[src/shared/mdpc_pkg.sv]
// motor driver panel control: register map, command codes, limits, defaults
// assumes a 32-bit APB register bus and a 100 MHz pclk
package mdpc_pkg;

  // register byte offsets, one aligned word each
  localparam int          AW     = 8;
  localparam logic [7:0]  A_CMD  = 8'h00;
  localparam logic [7:0]  A_STAT = 8'h04;
  localparam logic [7:0]  A_DSEL = 8'h08;
  localparam logic [7:0]  A_SPD  = 8'h0C;
  localparam logic [7:0]  A_TRQ  = 8'h10;
  localparam logic [7:0]  A_ACC  = 8'h14;
  localparam logic [7:0]  A_DEC  = 8'h18;
  localparam logic [7:0]  A_PID  = 8'h1C;
  localparam logic [7:0]  A_PUP  = 8'h20;
  localparam logic [7:0]  A_PMID = 8'h24;
  localparam logic [7:0]  A_PLO  = 8'h28;
  localparam logic [7:0]  A_PVAL = 8'h2C;
  localparam logic [7:0]  A_VOLT = 8'h30;
  localparam logic [7:0]  A_FRC  = 8'h34;

  // command codes written to the low nibble of the command register
  localparam logic [3:0]  C_GO_TOP   = 4'h0;
  localparam logic [3:0]  C_GO_MON   = 4'h1;
  localparam logic [3:0]  C_GO_EDIT  = 4'h2;
  localparam logic [3:0]  C_GO_TEST  = 4'h3;
  localparam logic [3:0]  C_GO_IOT   = 4'h4;
  localparam logic [3:0]  C_GO_BRK   = 4'h5;
  localparam logic [3:0]  C_LRUN_ON  = 4'h6;
  localparam logic [3:0]  C_LRUN_OFF = 4'h7;
  localparam logic [3:0]  C_INIT     = 4'h8;
  localparam logic [3:0]  C_CONFIG   = 4'h9;
  localparam logic [3:0]  C_COMMIT   = 4'hA;
  localparam logic [3:0]  C_LOCK_ON  = 4'hB;
  localparam logic [3:0]  C_LOCK_OFF = 4'hC;
  localparam int          ARG_LSB    = 4;

  // initialization scope in the command argument
  localparam logic [1:0]  INIT_OP  = 2'h0;
  localparam logic [1:0]  INIT_PAR = 2'h1;
  localparam logic [1:0]  INIT_ALL = 2'h2;
  localparam logic [1:0]  INIT_ONE = 2'h3;

  // status register bit positions
  localparam int ST_ERR   = 0;

  // operation data limits and factory values
  localparam int          DW        = 12;
  localparam logic [11:0] SPD_MIN   = 12'h032;
  localparam logic [11:0] SPD_MAX   = 12'hFA0;
  localparam logic [11:0] SPD_DEF   = 12'h032;
  localparam logic [11:0] TRQ_MAX   = 12'h12C;
  localparam logic [11:0] TRQ_DEF   = 12'h12C;
  localparam logic [11:0] ACC_MIN   = 12'h001;
  localparam logic [11:0] TIME_MAX  = 12'h096;
  localparam logic [11:0] TIME_DEF  = 12'h005;
  localparam logic [11:0] RATED_RPM = 12'hBB8;

  // parameter table: ids, factory values
  localparam int          N_PAR      = 4;
  localparam logic [15:0] P_ID_SRC   = 16'h071C;
  localparam logic [15:0] P_ID_DIR   = 16'h01C2;
  localparam logic [15:0] P_ID_RED   = 16'h07F1;
  localparam logic [31:0] P_DEF_UNIT = 32'h0000_0000;
  localparam logic [31:0] P_DEF_SRC  = 32'h0000_0000;
  localparam logic [31:0] P_DEF_DIR  = 32'h0000_0001;
  localparam logic [31:0] P_DEF_RED  = 32'h0000_0064;
  localparam logic [31:0] UNIT_REL   = 32'h0000_0001;
  localparam logic [3:0]  PAR_CLASS_C = 4'b0110;

  // nine-digit entry split into three parts of three digits
  localparam logic [9:0]  PART_MAX = 10'h3E7;
  localparam logic [31:0] MUL_UP   = 32'h000F_4240;
  localparam logic [31:0] MUL_MID  = 32'h0000_03E8;

  // lamp blink timing
  localparam int CLK_HZ        = 100_000_000;
  localparam int BLINK_HALF_MS = 250;
  localparam int BLINK_CYC_DEF = CLK_HZ / 1000 * BLINK_HALF_MS;

  // panel screens
  typedef enum logic [2:0] {
    SCR_TOP, SCR_MON_IO, SCR_EDIT, SCR_TEST_TOP, SCR_IO_TEST, SCR_BRK_TEST
  } mdpc_screen_t;

endpackage : mdpc_pkg

[src/rtl/mdpc_top.sv]
// motor driver panel control: screens, operation data, parameters, test mode, edit lock
// assumes an APB master on pclk, external inputs from pins, core signals on pclk
// Notes on behaviour
// [RULE1] monitor lights one digit per I/O signal while on
// [RULE2] external voltage value readable in the monitor
// [RULE3] speed 50..4000 r/min, step 1, default 50
// [RULE4] torque limit 0..300 percent, default 300
// [RULE5] accel time to rated 3000 r/min, 0.1 s units, default 0.5
// [RULE6] decel time from rated speed, 0.0..15.0 s, default 0.5
// [RULE7] unit selection 1 refers ramp times to commanded speed
// [RULE8] init restores op data, parameters, all, or one number
// [RULE9] init hidden and refused under edit lock
// [RULE10] parameters addressed by unique id; sign chosen first
// [RULE11] nine-digit values entered as three parts, then combined
// [RULE12] class C parameters apply only on configuration
// [RULE13] no I/O or brake test entry while running; error instead
// [RULE14] fault lamp blinks orange in the I/O test
// [RULE15] I/O test ignores connector inputs, motor kept stopped
// [RULE16] I/O test engages a fitted brake
// [RULE17] holding dropped in I/O test, restored at test top
// [RULE18] I/O test shows inputs, forces outputs on or off
// [RULE19] brake test frees brake at standstill, not under alarm
// [RULE20] edit lock blocks local run and all editing
// [RULE21] edit lock changes only on a mode top screen
// [RULE22] local run ignores only the external run input
`timescale 1ns/1ps
module mdpc_top #(
  parameter int          N_DATA      = 4,
  parameter int          N_IN        = 8,
  parameter int          N_OUT       = 4,
  parameter int          VOLT_W      = 10,
  parameter int          RUN_BIT     = 0,
  parameter logic [15:0] ACC_UNIT_ID = 16'h0258,
  parameter int          BLINK_CYC   = mdpc_pkg::BLINK_CYC_DEF
) (
  input  wire logic                   pclk,
  input  wire logic                   presetn,
  input  wire logic [mdpc_pkg::AW-1:0] paddr,
  input  wire logic                   psel,
  input  wire logic                   penable,
  input  wire logic                   pwrite,
  input  wire logic [31:0]            pwdata,
  output logic      [31:0]            prdata,
  output logic                        pready,
  output logic                        pslverr,
  input  wire logic [N_IN-1:0]        ext_in,
  input  wire logic [VOLT_W-1:0]      ext_volt,
  input  wire logic [N_OUT-1:0]       drv_out,
  input  wire logic                   motor_running,
  input  wire logic                   alarm_active,
  input  wire logic                   brake_fitted,
  input  wire logic                   brake_core_rel,
  input  wire logic                   hold_enable,
  output logic      [N_IN-1:0]        io_in_eff,
  output logic                        run_cmd,
  output logic      [N_OUT-1:0]       io_out,
  output logic      [N_IN+N_OUT-1:0]  seg_lit,
  output logic                        brake_release,
  output logic                        hold_force,
  output logic                        fault_lamp_orange,
  output logic      [mdpc_pkg::DW-1:0] speed_cmd,
  output logic      [mdpc_pkg::DW-1:0] torque_lim,
  output logic      [mdpc_pkg::DW-1:0] accel_time,
  output logic      [mdpc_pkg::DW-1:0] decel_time,
  output logic      [mdpc_pkg::DW-1:0] ramp_ref_rpm,
  output logic                        cfg_done
);
  import mdpc_pkg::*;
  localparam int DSW = (N_DATA > 1) ? $clog2(N_DATA) : 1;
  localparam int BCW = $clog2(BLINK_CYC + 1);
  localparam logic [15:0] PAR_IDS [N_PAR] = '{ACC_UNIT_ID, P_ID_SRC, P_ID_DIR, P_ID_RED};
  localparam logic [31:0] PAR_DEF [N_PAR] = '{P_DEF_UNIT, P_DEF_SRC, P_DEF_DIR, P_DEF_RED};
  // id lookup shared by the commit path and the read path
  function automatic logic [2:0] find_slot(input logic [15:0] id);
    logic [2:0] res;
    res = 3'h0;
    for (int i = 0; i < N_PAR; i++) begin
      if (PAR_IDS[i] == id) begin
        res = {1'b1, 2'(i)};
      end
    end
    return res;
  endfunction : find_slot
  mdpc_screen_t    scr_ff;
  mdpc_screen_t    nxt_scr;
  logic            err_ff;
  logic            lock_ff;
  logic            lrun_ff;
  logic [DSW-1:0]  dsel_ff;
  logic [DW-1:0]   spd_ff [N_DATA];
  logic [DW-1:0]   trq_ff [N_DATA];
  logic [DW-1:0]   acc_ff [N_DATA];
  logic [DW-1:0]   dec_ff [N_DATA];
  logic [31:0]     eff_ff [N_PAR];
  logic [31:0]     pend_ff [N_PAR];
  logic [N_PAR-1:0] pendv_ff;
  logic [15:0]     pid_ff;
  logic [9:0]      pup_ff;
  logic [9:0]      pmid_ff;
  logic [9:0]      plo_ff;
  logic            psign_ff;
  logic [N_OUT-1:0] frc_ff;
  logic [31:0]     prdata_ff;
  logic [BCW-1:0]  bcnt_ff;
  logic            blink_ff;
  logic            cfg_done_ff;
  logic [N_IN-1:0] in_s;
  logic [31:0]     join_val;
  logic            parts_ok;
  logic [31:0]     rd_mux;
  // connector inputs come from pins
  mdpc_sync #(.W(N_IN)) u_sync (
    .clk   (pclk),
    .rst_n (presetn),
    .din   (ext_in),
    .dout  (in_s)
  );
  // nine-digit value from its three parts
  mdpc_join u_join (
    .part_up  (pup_ff),
    .part_mid (pmid_ff),
    .part_lo  (plo_ff),
    .neg      (psign_ff),
    .value    (join_val),
    .parts_ok (parts_ok)
  ); // see [RULE11] see [RULE10]
  // bus decode; zero wait states, so a write lands at the access edge
  wire wr      = psel & penable & pwrite;
  wire mapped  = (paddr <= A_FRC) && (paddr[1:0] == 2'b00);
  wire h_cmd   = wr && paddr == A_CMD;
  wire h_stat  = wr && paddr == A_STAT;
  wire h_dsel  = wr && paddr == A_DSEL;
  wire h_spd   = wr && paddr == A_SPD;
  wire h_trq   = wr && paddr == A_TRQ;
  wire h_acc   = wr && paddr == A_ACC;
  wire h_dec   = wr && paddr == A_DEC;
  wire h_pid   = wr && paddr == A_PID;
  wire h_pup   = wr && paddr == A_PUP;
  wire h_pmid  = wr && paddr == A_PMID;
  wire h_plo   = wr && paddr == A_PLO;
  wire h_frc   = wr && paddr == A_FRC;
  wire [3:0] cmd = pwdata[3:0];
  wire [1:0] arg = pwdata[ARG_LSB+1:ARG_LSB];
  wire [DW-1:0] wv = pwdata[DW-1:0];
  wire wv_fit  = pwdata[31:DW] == '0;
  // screen-dependent conditions
  wire io_test = scr_ff == SCR_IO_TEST;
  wire brk_scr = scr_ff == SCR_BRK_TEST;
  wire at_top  = (scr_ff == SCR_TOP) || (scr_ff == SCR_TEST_TOP);
  wire on_ttop = scr_ff == SCR_TEST_TOP;
  // command acceptance; refusals raise the error flag
  wire c_iot   = h_cmd && cmd == C_GO_IOT;
  wire c_brk   = h_cmd && cmd == C_GO_BRK;
  wire iot_ok  = on_ttop && !motor_running; // see [RULE13]
  wire brk_ok  = on_ttop && !motor_running && !alarm_active; // see [RULE13] see [RULE19]
  wire c_lrun  = h_cmd && cmd == C_LRUN_ON;
  wire c_init  = h_cmd && cmd == C_INIT;
  wire c_conf  = h_cmd && cmd == C_CONFIG;
  wire c_comm  = h_cmd && cmd == C_COMMIT;
  wire c_lock  = h_cmd && (cmd == C_LOCK_ON || cmd == C_LOCK_OFF);
  wire [2:0] slot_w = find_slot(pid_ff);
  wire init_go = c_init && !lock_ff; // see [RULE9]
  wire comm_go = c_comm && !lock_ff && slot_w[2] && parts_ok; // see [RULE10] see [RULE20]
  wire lock_go = c_lock && at_top; // see [RULE21]
  wire init_op = init_go && (arg == INIT_OP || arg == INIT_ALL);
  wire init_pr = init_go && (arg == INIT_PAR || arg == INIT_ALL);
  wire init_1  = init_go && arg == INIT_ONE;
  // operation data edits, range checked and blocked by the lock
  wire spd_ok  = wv_fit && wv >= SPD_MIN && wv <= SPD_MAX; // see [RULE3]
  wire trq_ok  = wv_fit && wv <= TRQ_MAX; // see [RULE4]
  wire acc_ok  = wv_fit && wv >= ACC_MIN && wv <= TIME_MAX; // see [RULE5]
  wire dec_ok  = wv_fit && wv <= TIME_MAX; // see [RULE6]
  wire spd_go  = h_spd && !lock_ff && spd_ok; // see [RULE20]
  wire trq_go  = h_trq && !lock_ff && trq_ok;
  wire acc_go  = h_acc && !lock_ff && acc_ok;
  wire dec_go  = h_dec && !lock_ff && dec_ok;
  wire err_set = (c_iot && !iot_ok) || (c_brk && !brk_ok) || (c_lrun && lock_ff)
               || (c_init && lock_ff) || (c_comm && !comm_go) || (c_lock && !at_top)
               || (h_spd && !spd_go) || (h_trq && !trq_go)
               || (h_acc && !acc_go) || (h_dec && !dec_go);
  wire err_clr = h_stat && pwdata[ST_ERR];
  // next screen; refused moves leave the screen where it is
  assign nxt_scr = (h_cmd && cmd == C_GO_TOP)  ? SCR_TOP :
                   (h_cmd && cmd == C_GO_MON)  ? SCR_MON_IO :
                   (h_cmd && cmd == C_GO_EDIT) ? SCR_EDIT :
                   (h_cmd && cmd == C_GO_TEST) ? SCR_TEST_TOP :
                   (c_iot && iot_ok)           ? SCR_IO_TEST :
                   (c_brk && brk_ok)           ? SCR_BRK_TEST : scr_ff;
  // panel state; error set wins over a clear in the same cycle
  always_ff @(posedge pclk or negedge presetn) begin
    if (!presetn) begin
      scr_ff   <= SCR_TOP;
      err_ff   <= 1'b0;
      lock_ff  <= 1'b0;
      lrun_ff  <= 1'b0;
      dsel_ff  <= '0;
      pid_ff   <= '0;
      pup_ff   <= '0;
      pmid_ff  <= '0;
      plo_ff   <= '0;
      psign_ff <= 1'b0;
      frc_ff   <= '0;
    end else begin
      scr_ff  <= nxt_scr;
      err_ff  <= err_set | (err_ff & ~err_clr);
      if (lock_go) lock_ff <= cmd == C_LOCK_ON;
      if ((c_lrun && !lock_ff) || (h_cmd && cmd == C_LRUN_OFF)) begin
        lrun_ff <= cmd == C_LRUN_ON; // see [RULE20]
      end
      if (h_dsel) dsel_ff <= pwdata[DSW-1:0];
      if (h_pid)  pid_ff  <= pwdata[15:0];
      if (h_pup)  pup_ff  <= pwdata[9:0];
      if (h_pmid) pmid_ff <= pwdata[9:0];
      if (h_plo) begin
        plo_ff   <= pwdata[9:0];
        psign_ff <= pwdata[31]; // sign chosen before the commit
      end
      if (h_frc)  frc_ff  <= pwdata[N_OUT-1:0];
    end
  end
  // per data number storage; a write goes to the selected number
  always_ff @(posedge pclk or negedge presetn) begin
    if (!presetn) begin
      for (int i = 0; i < N_DATA; i++) begin
        spd_ff[i] <= SPD_DEF;
        trq_ff[i] <= TRQ_DEF;
        acc_ff[i] <= TIME_DEF;
        dec_ff[i] <= TIME_DEF;
      end
    end else begin
      for (int i = 0; i < N_DATA; i++) begin
        if (init_op || (init_1 && dsel_ff == DSW'(i))) begin
          spd_ff[i] <= SPD_DEF; // see [RULE8]
          trq_ff[i] <= TRQ_DEF;
          acc_ff[i] <= TIME_DEF;
          dec_ff[i] <= TIME_DEF;
        end else if (dsel_ff == DSW'(i)) begin
          if (spd_go) spd_ff[i] <= wv; // see [RULE3]
          if (trq_go) trq_ff[i] <= wv; // see [RULE4]
          if (acc_go) acc_ff[i] <= wv; // see [RULE5]
          if (dec_go) dec_ff[i] <= wv; // see [RULE6]
        end
      end
    end
  end
  // parameter table; class C values wait in a pending copy until configuration
  always_ff @(posedge pclk or negedge presetn) begin
    if (!presetn) begin
      for (int i = 0; i < N_PAR; i++) begin
        eff_ff[i]  <= PAR_DEF[i];
        pend_ff[i] <= PAR_DEF[i];
      end
      pendv_ff    <= '0;
      cfg_done_ff <= 1'b0;
    end else begin
      cfg_done_ff <= c_conf;
      for (int i = 0; i < N_PAR; i++) begin
        if (init_pr) begin
          eff_ff[i]   <= PAR_DEF[i]; // see [RULE8]
          pend_ff[i]  <= PAR_DEF[i];
          pendv_ff[i] <= 1'b0;
        end else if (comm_go && slot_w[1:0] == 2'(i)) begin
          pend_ff[i] <= join_val;
          if (PAR_CLASS_C[i]) pendv_ff[i] <= 1'b1; // see [RULE12]
          else eff_ff[i] <= join_val;
        end else if (c_conf && pendv_ff[i]) begin
          eff_ff[i]   <= pend_ff[i]; // see [RULE12]
          pendv_ff[i] <= 1'b0;
        end
      end
    end
  end
  // orange blink runs only while the I/O test screen is up
  always_ff @(posedge pclk or negedge presetn) begin
    if (!presetn) begin
      bcnt_ff  <= '0;
      blink_ff <= 1'b0;
    end else if (!io_test) begin
      bcnt_ff  <= '0;
      blink_ff <= 1'b1; // lamp lights at once on entry
    end else if (bcnt_ff == BCW'(BLINK_CYC - 1)) begin
      bcnt_ff  <= '0;
      blink_ff <= ~blink_ff; // see [RULE14]
    end else begin
      bcnt_ff  <= bcnt_ff + BCW'(1);
    end
  end
  // read data is captured in the setup cycle and held through the access
  wire [31:0] stat_w = {24'h0, |pendv_ff, scr_ff, ~lock_ff, lrun_ff, lock_ff, err_ff};
  always_comb begin
    unique case (paddr)
      A_STAT:  rd_mux = stat_w; // see [RULE9]
      A_DSEL:  rd_mux = 32'(dsel_ff);
      A_SPD:   rd_mux = 32'(spd_ff[dsel_ff]);
      A_TRQ:   rd_mux = 32'(trq_ff[dsel_ff]);
      A_ACC:   rd_mux = 32'(acc_ff[dsel_ff]);
      A_DEC:   rd_mux = 32'(dec_ff[dsel_ff]);
      A_PID:   rd_mux = 32'(pid_ff);
      A_PUP:   rd_mux = 32'(pup_ff);
      A_PMID:  rd_mux = 32'(pmid_ff);
      A_PLO:   rd_mux = {psign_ff, 21'h0, plo_ff};
      A_PVAL:  rd_mux = slot_w[2] ? eff_ff[slot_w[1:0]] : 32'h0;
      A_VOLT:  rd_mux = 32'(ext_volt); // see [RULE2]
      A_FRC:   rd_mux = 32'(frc_ff);
      default: rd_mux = 32'h0;
    endcase
  end
  always_ff @(posedge pclk or negedge presetn) begin
    if (!presetn) prdata_ff <= '0;
    else if (psel && !penable) prdata_ff <= rd_mux;
  end

  assign prdata  = prdata_ff;
  assign pready  = 1'b1;
  assign pslverr = psel && penable && !mapped;
  // driver-facing signals, registered
  wire             ext_run = in_s[RUN_BIT];
  wire [N_IN-1:0]  run_msk = N_IN'(1) << RUN_BIT;
  wire [N_IN-1:0]  in_pass = lrun_ff ? (in_s & ~run_msk) : in_s; // see [RULE22]
  wire             run_w   = !io_test && (lrun_ff || ext_run); // see [RULE15] see [RULE22]
  wire [N_OUT-1:0] out_w   = io_test ? frc_ff : drv_out; // see [RULE18]
  wire             show_io = (scr_ff == SCR_MON_IO) || io_test;
  wire             brk_w   = brk_scr ? (!motor_running && !alarm_active)
                           : (io_test ? !brake_fitted && brake_core_rel
                                      : brake_core_rel);
  wire             rel_ref = eff_ff[0] == UNIT_REL;
  always_ff @(posedge pclk or negedge presetn) begin
    if (!presetn) begin
      io_in_eff     <= '0;
      run_cmd       <= 1'b0;
      io_out        <= '0;
      seg_lit       <= '0;
      brake_release <= 1'b0;
      speed_cmd     <= SPD_DEF;
      torque_lim    <= TRQ_DEF;
      accel_time    <= TIME_DEF;
      decel_time    <= TIME_DEF;
      ramp_ref_rpm  <= RATED_RPM;
    end else begin
      io_in_eff     <= io_test ? '0 : in_pass; // see [RULE15]
      run_cmd       <= run_w;
      io_out        <= out_w;
      seg_lit       <= show_io ? {io_out, in_s} : '0; // see [RULE1] see [RULE18]
      brake_release <= brk_w; // see [RULE16] see [RULE19]
      speed_cmd     <= spd_ff[dsel_ff];
      torque_lim    <= trq_ff[dsel_ff];
      accel_time    <= acc_ff[dsel_ff];
      decel_time    <= dec_ff[dsel_ff];
      ramp_ref_rpm  <= rel_ref ? spd_ff[dsel_ff] : RATED_RPM; // see [RULE5] see [RULE7]
    end
  end
  // holding force drops for the I/O test and returns on leaving it
  assign hold_force        = hold_enable && !io_test; // see [RULE17]
  assign fault_lamp_orange = io_test && blink_ff; // see [RULE14]
  assign cfg_done          = cfg_done_ff;

endmodule : mdpc_top

[src/rtl/mdpc_sync.sv]
// three-stage pin synchronizer with agreement filter
// assumes din is asynchronous to clk
`timescale 1ns/1ps
module mdpc_sync #(
  parameter int W = 8
) (
  input  wire logic         clk,
  input  wire logic         rst_n,
  input  wire logic [W-1:0] din,
  output logic      [W-1:0] dout
);

  logic [W-1:0] s1_ff;
  logic [W-1:0] s2_ff;
  logic [W-1:0] s3_ff;
  logic [W-1:0] q_ff;

  // a bit moves only when stages two and three agree, so a lone glitch is dropped
  always_ff @(posedge clk or negedge rst_n) begin
    if (!rst_n) begin
      s1_ff <= '0;
      s2_ff <= '0;
      s3_ff <= '0;
      q_ff  <= '0;
    end else begin
      s1_ff <= din;
      s2_ff <= s1_ff;
      s3_ff <= s2_ff;
      q_ff  <= (s2_ff & s3_ff) | (q_ff & (s2_ff ^ s3_ff));
    end
  end

  assign dout = q_ff;

endmodule : mdpc_sync

[src/rtl/mdpc_join.sv]
// combines upper, middle and lower three-digit parts into one signed value
// assumes parts are held stable by the caller
`timescale 1ns/1ps
module mdpc_join (
  input  wire logic [9:0]  part_up,
  input  wire logic [9:0]  part_mid,
  input  wire logic [9:0]  part_lo,
  input  wire logic        neg,
  output logic      [31:0] value,
  output logic             parts_ok
);
  import mdpc_pkg::*;

  logic [31:0] mag;

  // upper*1e6 + middle*1e3 + lower; nine digits fit well inside 32 bits
  assign mag      = 32'(part_up) * MUL_UP + 32'(part_mid) * MUL_MID + 32'(part_lo);
  assign value    = neg ? (~mag + 32'h0000_0001) : mag;
  assign parts_ok = (part_up <= PART_MAX) && (part_mid <= PART_MAX) && (part_lo <= PART_MAX);

endmodule : mdpc_join

[config.mk]
export PLATFORM = sky130hd
export DESIGN_NAME = mdpc_top
export DESIGN_NICKNAME = d
export VERILOG_FILES = /design/src/shared/mdpc_pkg.sv /design/src/rtl/mdpc_top.sv /design/src/rtl/mdpc_sync.sv /design/src/rtl/mdpc_join.sv
export SDC_FILE = /design/constraint.sdc
export NUM_CORES = 2
export LEC_CHECK = 0
export BUFFER_PORTS_ARGS = -buffer_cell sky130_fd_sc_hd__buf_2
export CORE_AREA = 2 2 273 207
export DETAILED_ROUTE_END_ITERATION = 8
export DIE_AREA = 0 0 275 209
export HOLD_SLACK_MARGIN = 0.1
export PLACE_DENSITY_LB_ADDON = 0.15
export SLEW_MARGIN = 15
export SYNTH_ARGS = -nofsm -noshare
export SYNTH_HDL_FRONTEND = slang
export SYNTH_SLANG_ARGS = --single-unit
[constraint.sdc]
create_clock -name pclk -period 11.2 [get_ports pclk]
set_input_delay 2.24 -clock pclk [delete_from_list [all_inputs] [get_ports pclk]]
set_output_delay 2.24 -clock pclk [all_outputs]
set_load 0.005 [all_outputs]
==> results.sh <==
export IMPL_dp_cells=4047
export IMPL_synthesis_nets=3539
export IMPL_critPathArrivalTime_ps=9210
export IMPL_yosysTopAreaCellShare=0.419
export IMPL_grt_pass1_wl_mm=150
export IMPL_ys_flop_type="dfrtp_1"
export IMPL_clkTransAtPathRegs_ps=70
export IMPL_grt_usage=0.340
export IMPL_vias=26100
export IMPL_syn_area_um2=33200
export IMPL_skew_ps=38.0
export IMPL_worst_pin_slew_ps=1240
export IMPL_cts_max_path_buffers=3
export IMPL_p_comb_frac=0.068
export IMPL_worst_hold_slack_ps=353
export IMPL_swShare=0.239
export IMPL_power_leakage_uw=0.0178
export IMPL_critical_path_class="reg2reg"
export IMPL_drc=0
export IMPL_grt_ovfl_total=0
export IMPL_yosysTopAreaCell="dfrtp_1"
export IMPL_synth_seq_cells=622
export IMPL_synth_compound_area_share=0.133
export IMPL_dp_hpwl_mm=68.7
export IMPL_cts_tree="yes"
export IMPL_root_buffer="clkbuf_16"
export IMPL_ff2ff_setup_slack_ps=2430
export IMPL_r2r_start="pmid_ff[1]$_DFFE_PN0P_"
export IMPL_critPathLaunch="pmid_ff[1]$_DFFE_PN0P_"
export IMPL_synthTopCellsByCount="dfrtp_1, nand2_1, nor2_1"
export IMPL_cp_max_fo=8
export IMPL_setup_violations=0
export IMPL_wl_per_cell_um=23.3
export IMPL_cpMostUsedCell="o21ai_0"
export IMPL_r2r_end="pend_ff[94]$_DFFE_PN0P_"
export IMPL_area_growth_pct=10.6
export IMPL_fill_cells=4307
export IMPL_die_h_um=209
export IMPL_finalCriticalPeriod_ps=8770
export IMPL_synth_most_common_cell="dfrtp_1"
export IMPL_port_buffers=193
export IMPL_reg2reg_depth=33
export IMPL_maxCapViolCount=0
export IMPL_p_seq_frac=0.496
export IMPL_synth_simple_area_share=0.154
export IMPL_synth_top_family_by_area="simple AND/OR/NAND/NOR gates"
export IMPL_start_kind="register"
export IMPL_antenna_found_initial=6
export IMPL_worst_ir_drop_vdd_uv=118
export IMPL_cts_resized=0
export IMPL_synth_xor_xnor_area_share=0.0317
export IMPL_grt_pass1_vias=26200
export IMPL_final_area_um2=36700
export IMPL_seqCellArea_um2=15700
export IMPL_status="completed"
export IMPL_multiInputGateArea_um2=16300
export IMPL_post_dp_cell_area_um2=34700
export IMPL_gp_congestion=0.945
export IMPL_slowest_delay_ps=590
export IMPL_synthAdderAreaFrac=0.0925
export IMPL_wl_mm=96.9
export IMPL_post_cts_buffers=0
export IMPL_p_per_area_nw_per_um2=126
export IMPL_grt_max_degree=161
export IMPL_ctsHoldBuffers=0
export IMPL_avgSynthCellArea_um2=10.2
export IMPL_synth_area_top_cells="dfrtp_1, ha_1, dfstp_2"
export IMPL_drive_above_1_share=0.166
export IMPL_finalHoldViolCount=0
export IMPL_synthArstFlopShare=1.00
export IMPL_viasPerCell=6.27
export IMPL_internal_power_uw=3510
export IMPL_cp_endpoint="pend_ff[94]$_DFFE_PN0P_"
export IMPL_drtPass1Iterations=7
export IMPL_final_nets=3658
export IMPL_initial_utilization=0.601
export IMPL_max_slew_margin=0.170
export IMPL_pwr_share_clk=0.436
export IMPL_stdcell_count=4162
export IMPL_ys_types=96
export IMPL_cp_data_required_time_ps=11650
export IMPL_synth_area_mux_share=0.0792
export IMPL_design_core_area_um2=55200
export IMPL_clock_latency_ps=640
export IMPL_holdCritPathClass="reg2reg"
export IMPL_critPathSlowestCell="or4_4"
export IMPL_die_x_um=275
export IMPL_finalCritPeriodShare=0.783
export IMPL_yosys_warnings=0
export IMPL_p_sw_uw=1100
export IMPL_synth_seq_area_share=0.472
export IMPL_ios=195
export IMPL_slew_violations=0
export IMPL_grt_setup_unrepaired="false"
export IMPL_synth_edf_count=0
export IMPL_rows=75
export IMPL_clock_sinks=622
export IMPL_end_kind="register"
export IMPL_die_area_um2=57500
export IMPL_numCtsBuffers=57
export IMPL_fmax_mhz=114
export IMPL_fin_tns_setup_ps=0
export IMPL_ctsHtreeMaxLevel=2
export IMPL_syn_instance_count=3256
export IMPL_antenna_left=0
export IMPL_drtIter0Drc=2537
## cell type report
| type | count | share of cell area |
|---|---|---|
| inverter | 162 | 0.0166 |
| clock buffer | 85 | 0.0450 |
| clock inverter | 22 | 0.00768 |
| antenna | 8 | 0.000546 |
| sequential | 622 | 0.427 |
| tap | 731 | 0.0249 |
| multi-input combinational | 2310 | 0.445 |
| timing repair buffer | 222 | 0.0336 |
## power by group through the flow
stage                     Combinational (uW)  Sequential [uW]  Clock, uW
after global placement                   306             2320          0
after floorplan                          176             2320          0
after global routing                     349             2280       2130
final                                    314             2280       2010
after CTS                                314             2280       2030
after detailed placement                 312             2320          0
## worst max-delay path, delay by kind of cell (launching register included)
kind            cells  cell delay, ps
simple gates        8            2360
fa+ha+maj           6            2650
xor+xnor            1             160
flops               1             550
mux                 1             240
buf+inv             2              90
compound gates     15            2510
## routing by layer
metal / vias to the layer above / wire length (um) / GRT usage
met4: 4 / 4340 / 0.142
met5: - / 20 / 0
met2: 1184 / 44600 / 0.528
met3: 263 / 8460 / 0.0663
met1: 13000 / 39400 / 0.472
li1: 11600 / - / -
## state kept, by name (all words and copies together) (netlist names), 10 cells and up
name / flops
trq_ff: 48
prdata: 32
seg_lit: 12
bcnt_ff: 25
pmid_ff: 10
pend_ff: 64
decel_time: 12
speed_cmd: 12
spd_ff: 48
eff_ff: 128
torque_lim: 12
pid_ff: 16
plo_ff: 10
ramp_ref_rpm: 12
accel_time: 12
pup_ff: 10
dec_ff: 48
acc_ff: 48
## metrics by stage
| step | setup slack, ps | total power (uW) | util |
|---|---|---|---|
| 2_1_floorplan | 3400 | 2490 | - |
| 3_3_place_gp | 2830 | 2630 | 0.629 |
| 3_5_place_dp | 2580 | 2640 | 0.629 |
| 4_1_cts | 2530 | 4630 | 0.664 |
| 5_1_grt | 1830 | 4760 | 0.664 |
| 6_report | 2430 | 4610 | 0.665 |
## how the worst min path moves through the flow
stage | from | endpoint | slack [ps] | cells past startpoint
floorplan | u_sync.s1_ff[0]$_DFF_PN0_ | u_sync.s2_ff[0]$_DFF_PN0_ | 330 | 0
global placement | u_sync.s1_ff[0]$_DFF_PN0_ | u_sync.s2_ff[0]$_DFF_PN0_ | 330 | 0
detailed placement | u_sync.s1_ff[0]$_DFF_PN0_ | u_sync.s2_ff[0]$_DFF_PN0_ | 340 | 0
CTS | u_sync.s1_ff[0]$_DFF_PN0_ | u_sync.s2_ff[0]$_DFF_PN0_ | 350 | 0
global route | u_sync.s1_ff[0]$_DFF_PN0_ | u_sync.s2_ff[0]$_DFF_PN0_ | 370 | 0
finish | u_sync.s1_ff[0]$_DFF_PN0_ | u_sync.s2_ff[0]$_DFF_PN0_ | 350 | 0
## placed cells by master, fill, tap and decap left out, types with 45 or more instances in the layout
cell       synthesis  layout
o21ai_0          260     260
dfstp_2           67      67
mux2i_1           45      45
nand2_1          368     365
and2_1            99      98
xnor2_1           82      82
ha_1             154     154
mux2_2            96      96
buf_2              3     192
inv_1            162     162
a22o_1            54      54
fa_1              57      57
dfrtp_1          555     553
nand3_1           66      66
nor2_1           320     318
mux4_2            48      48
a21oi_1          162     162
clkbuf_16          0      57
## logic make-up after synthesis
group           after synthesis
flops                       622
fa+ha+maj                   211
other cells                   1
xor+xnor                    119
compound gates              702
simple gates               1087
buf+inv                     324
mux                         190
No activity file was read; power rests on OpenSTA's default activity.
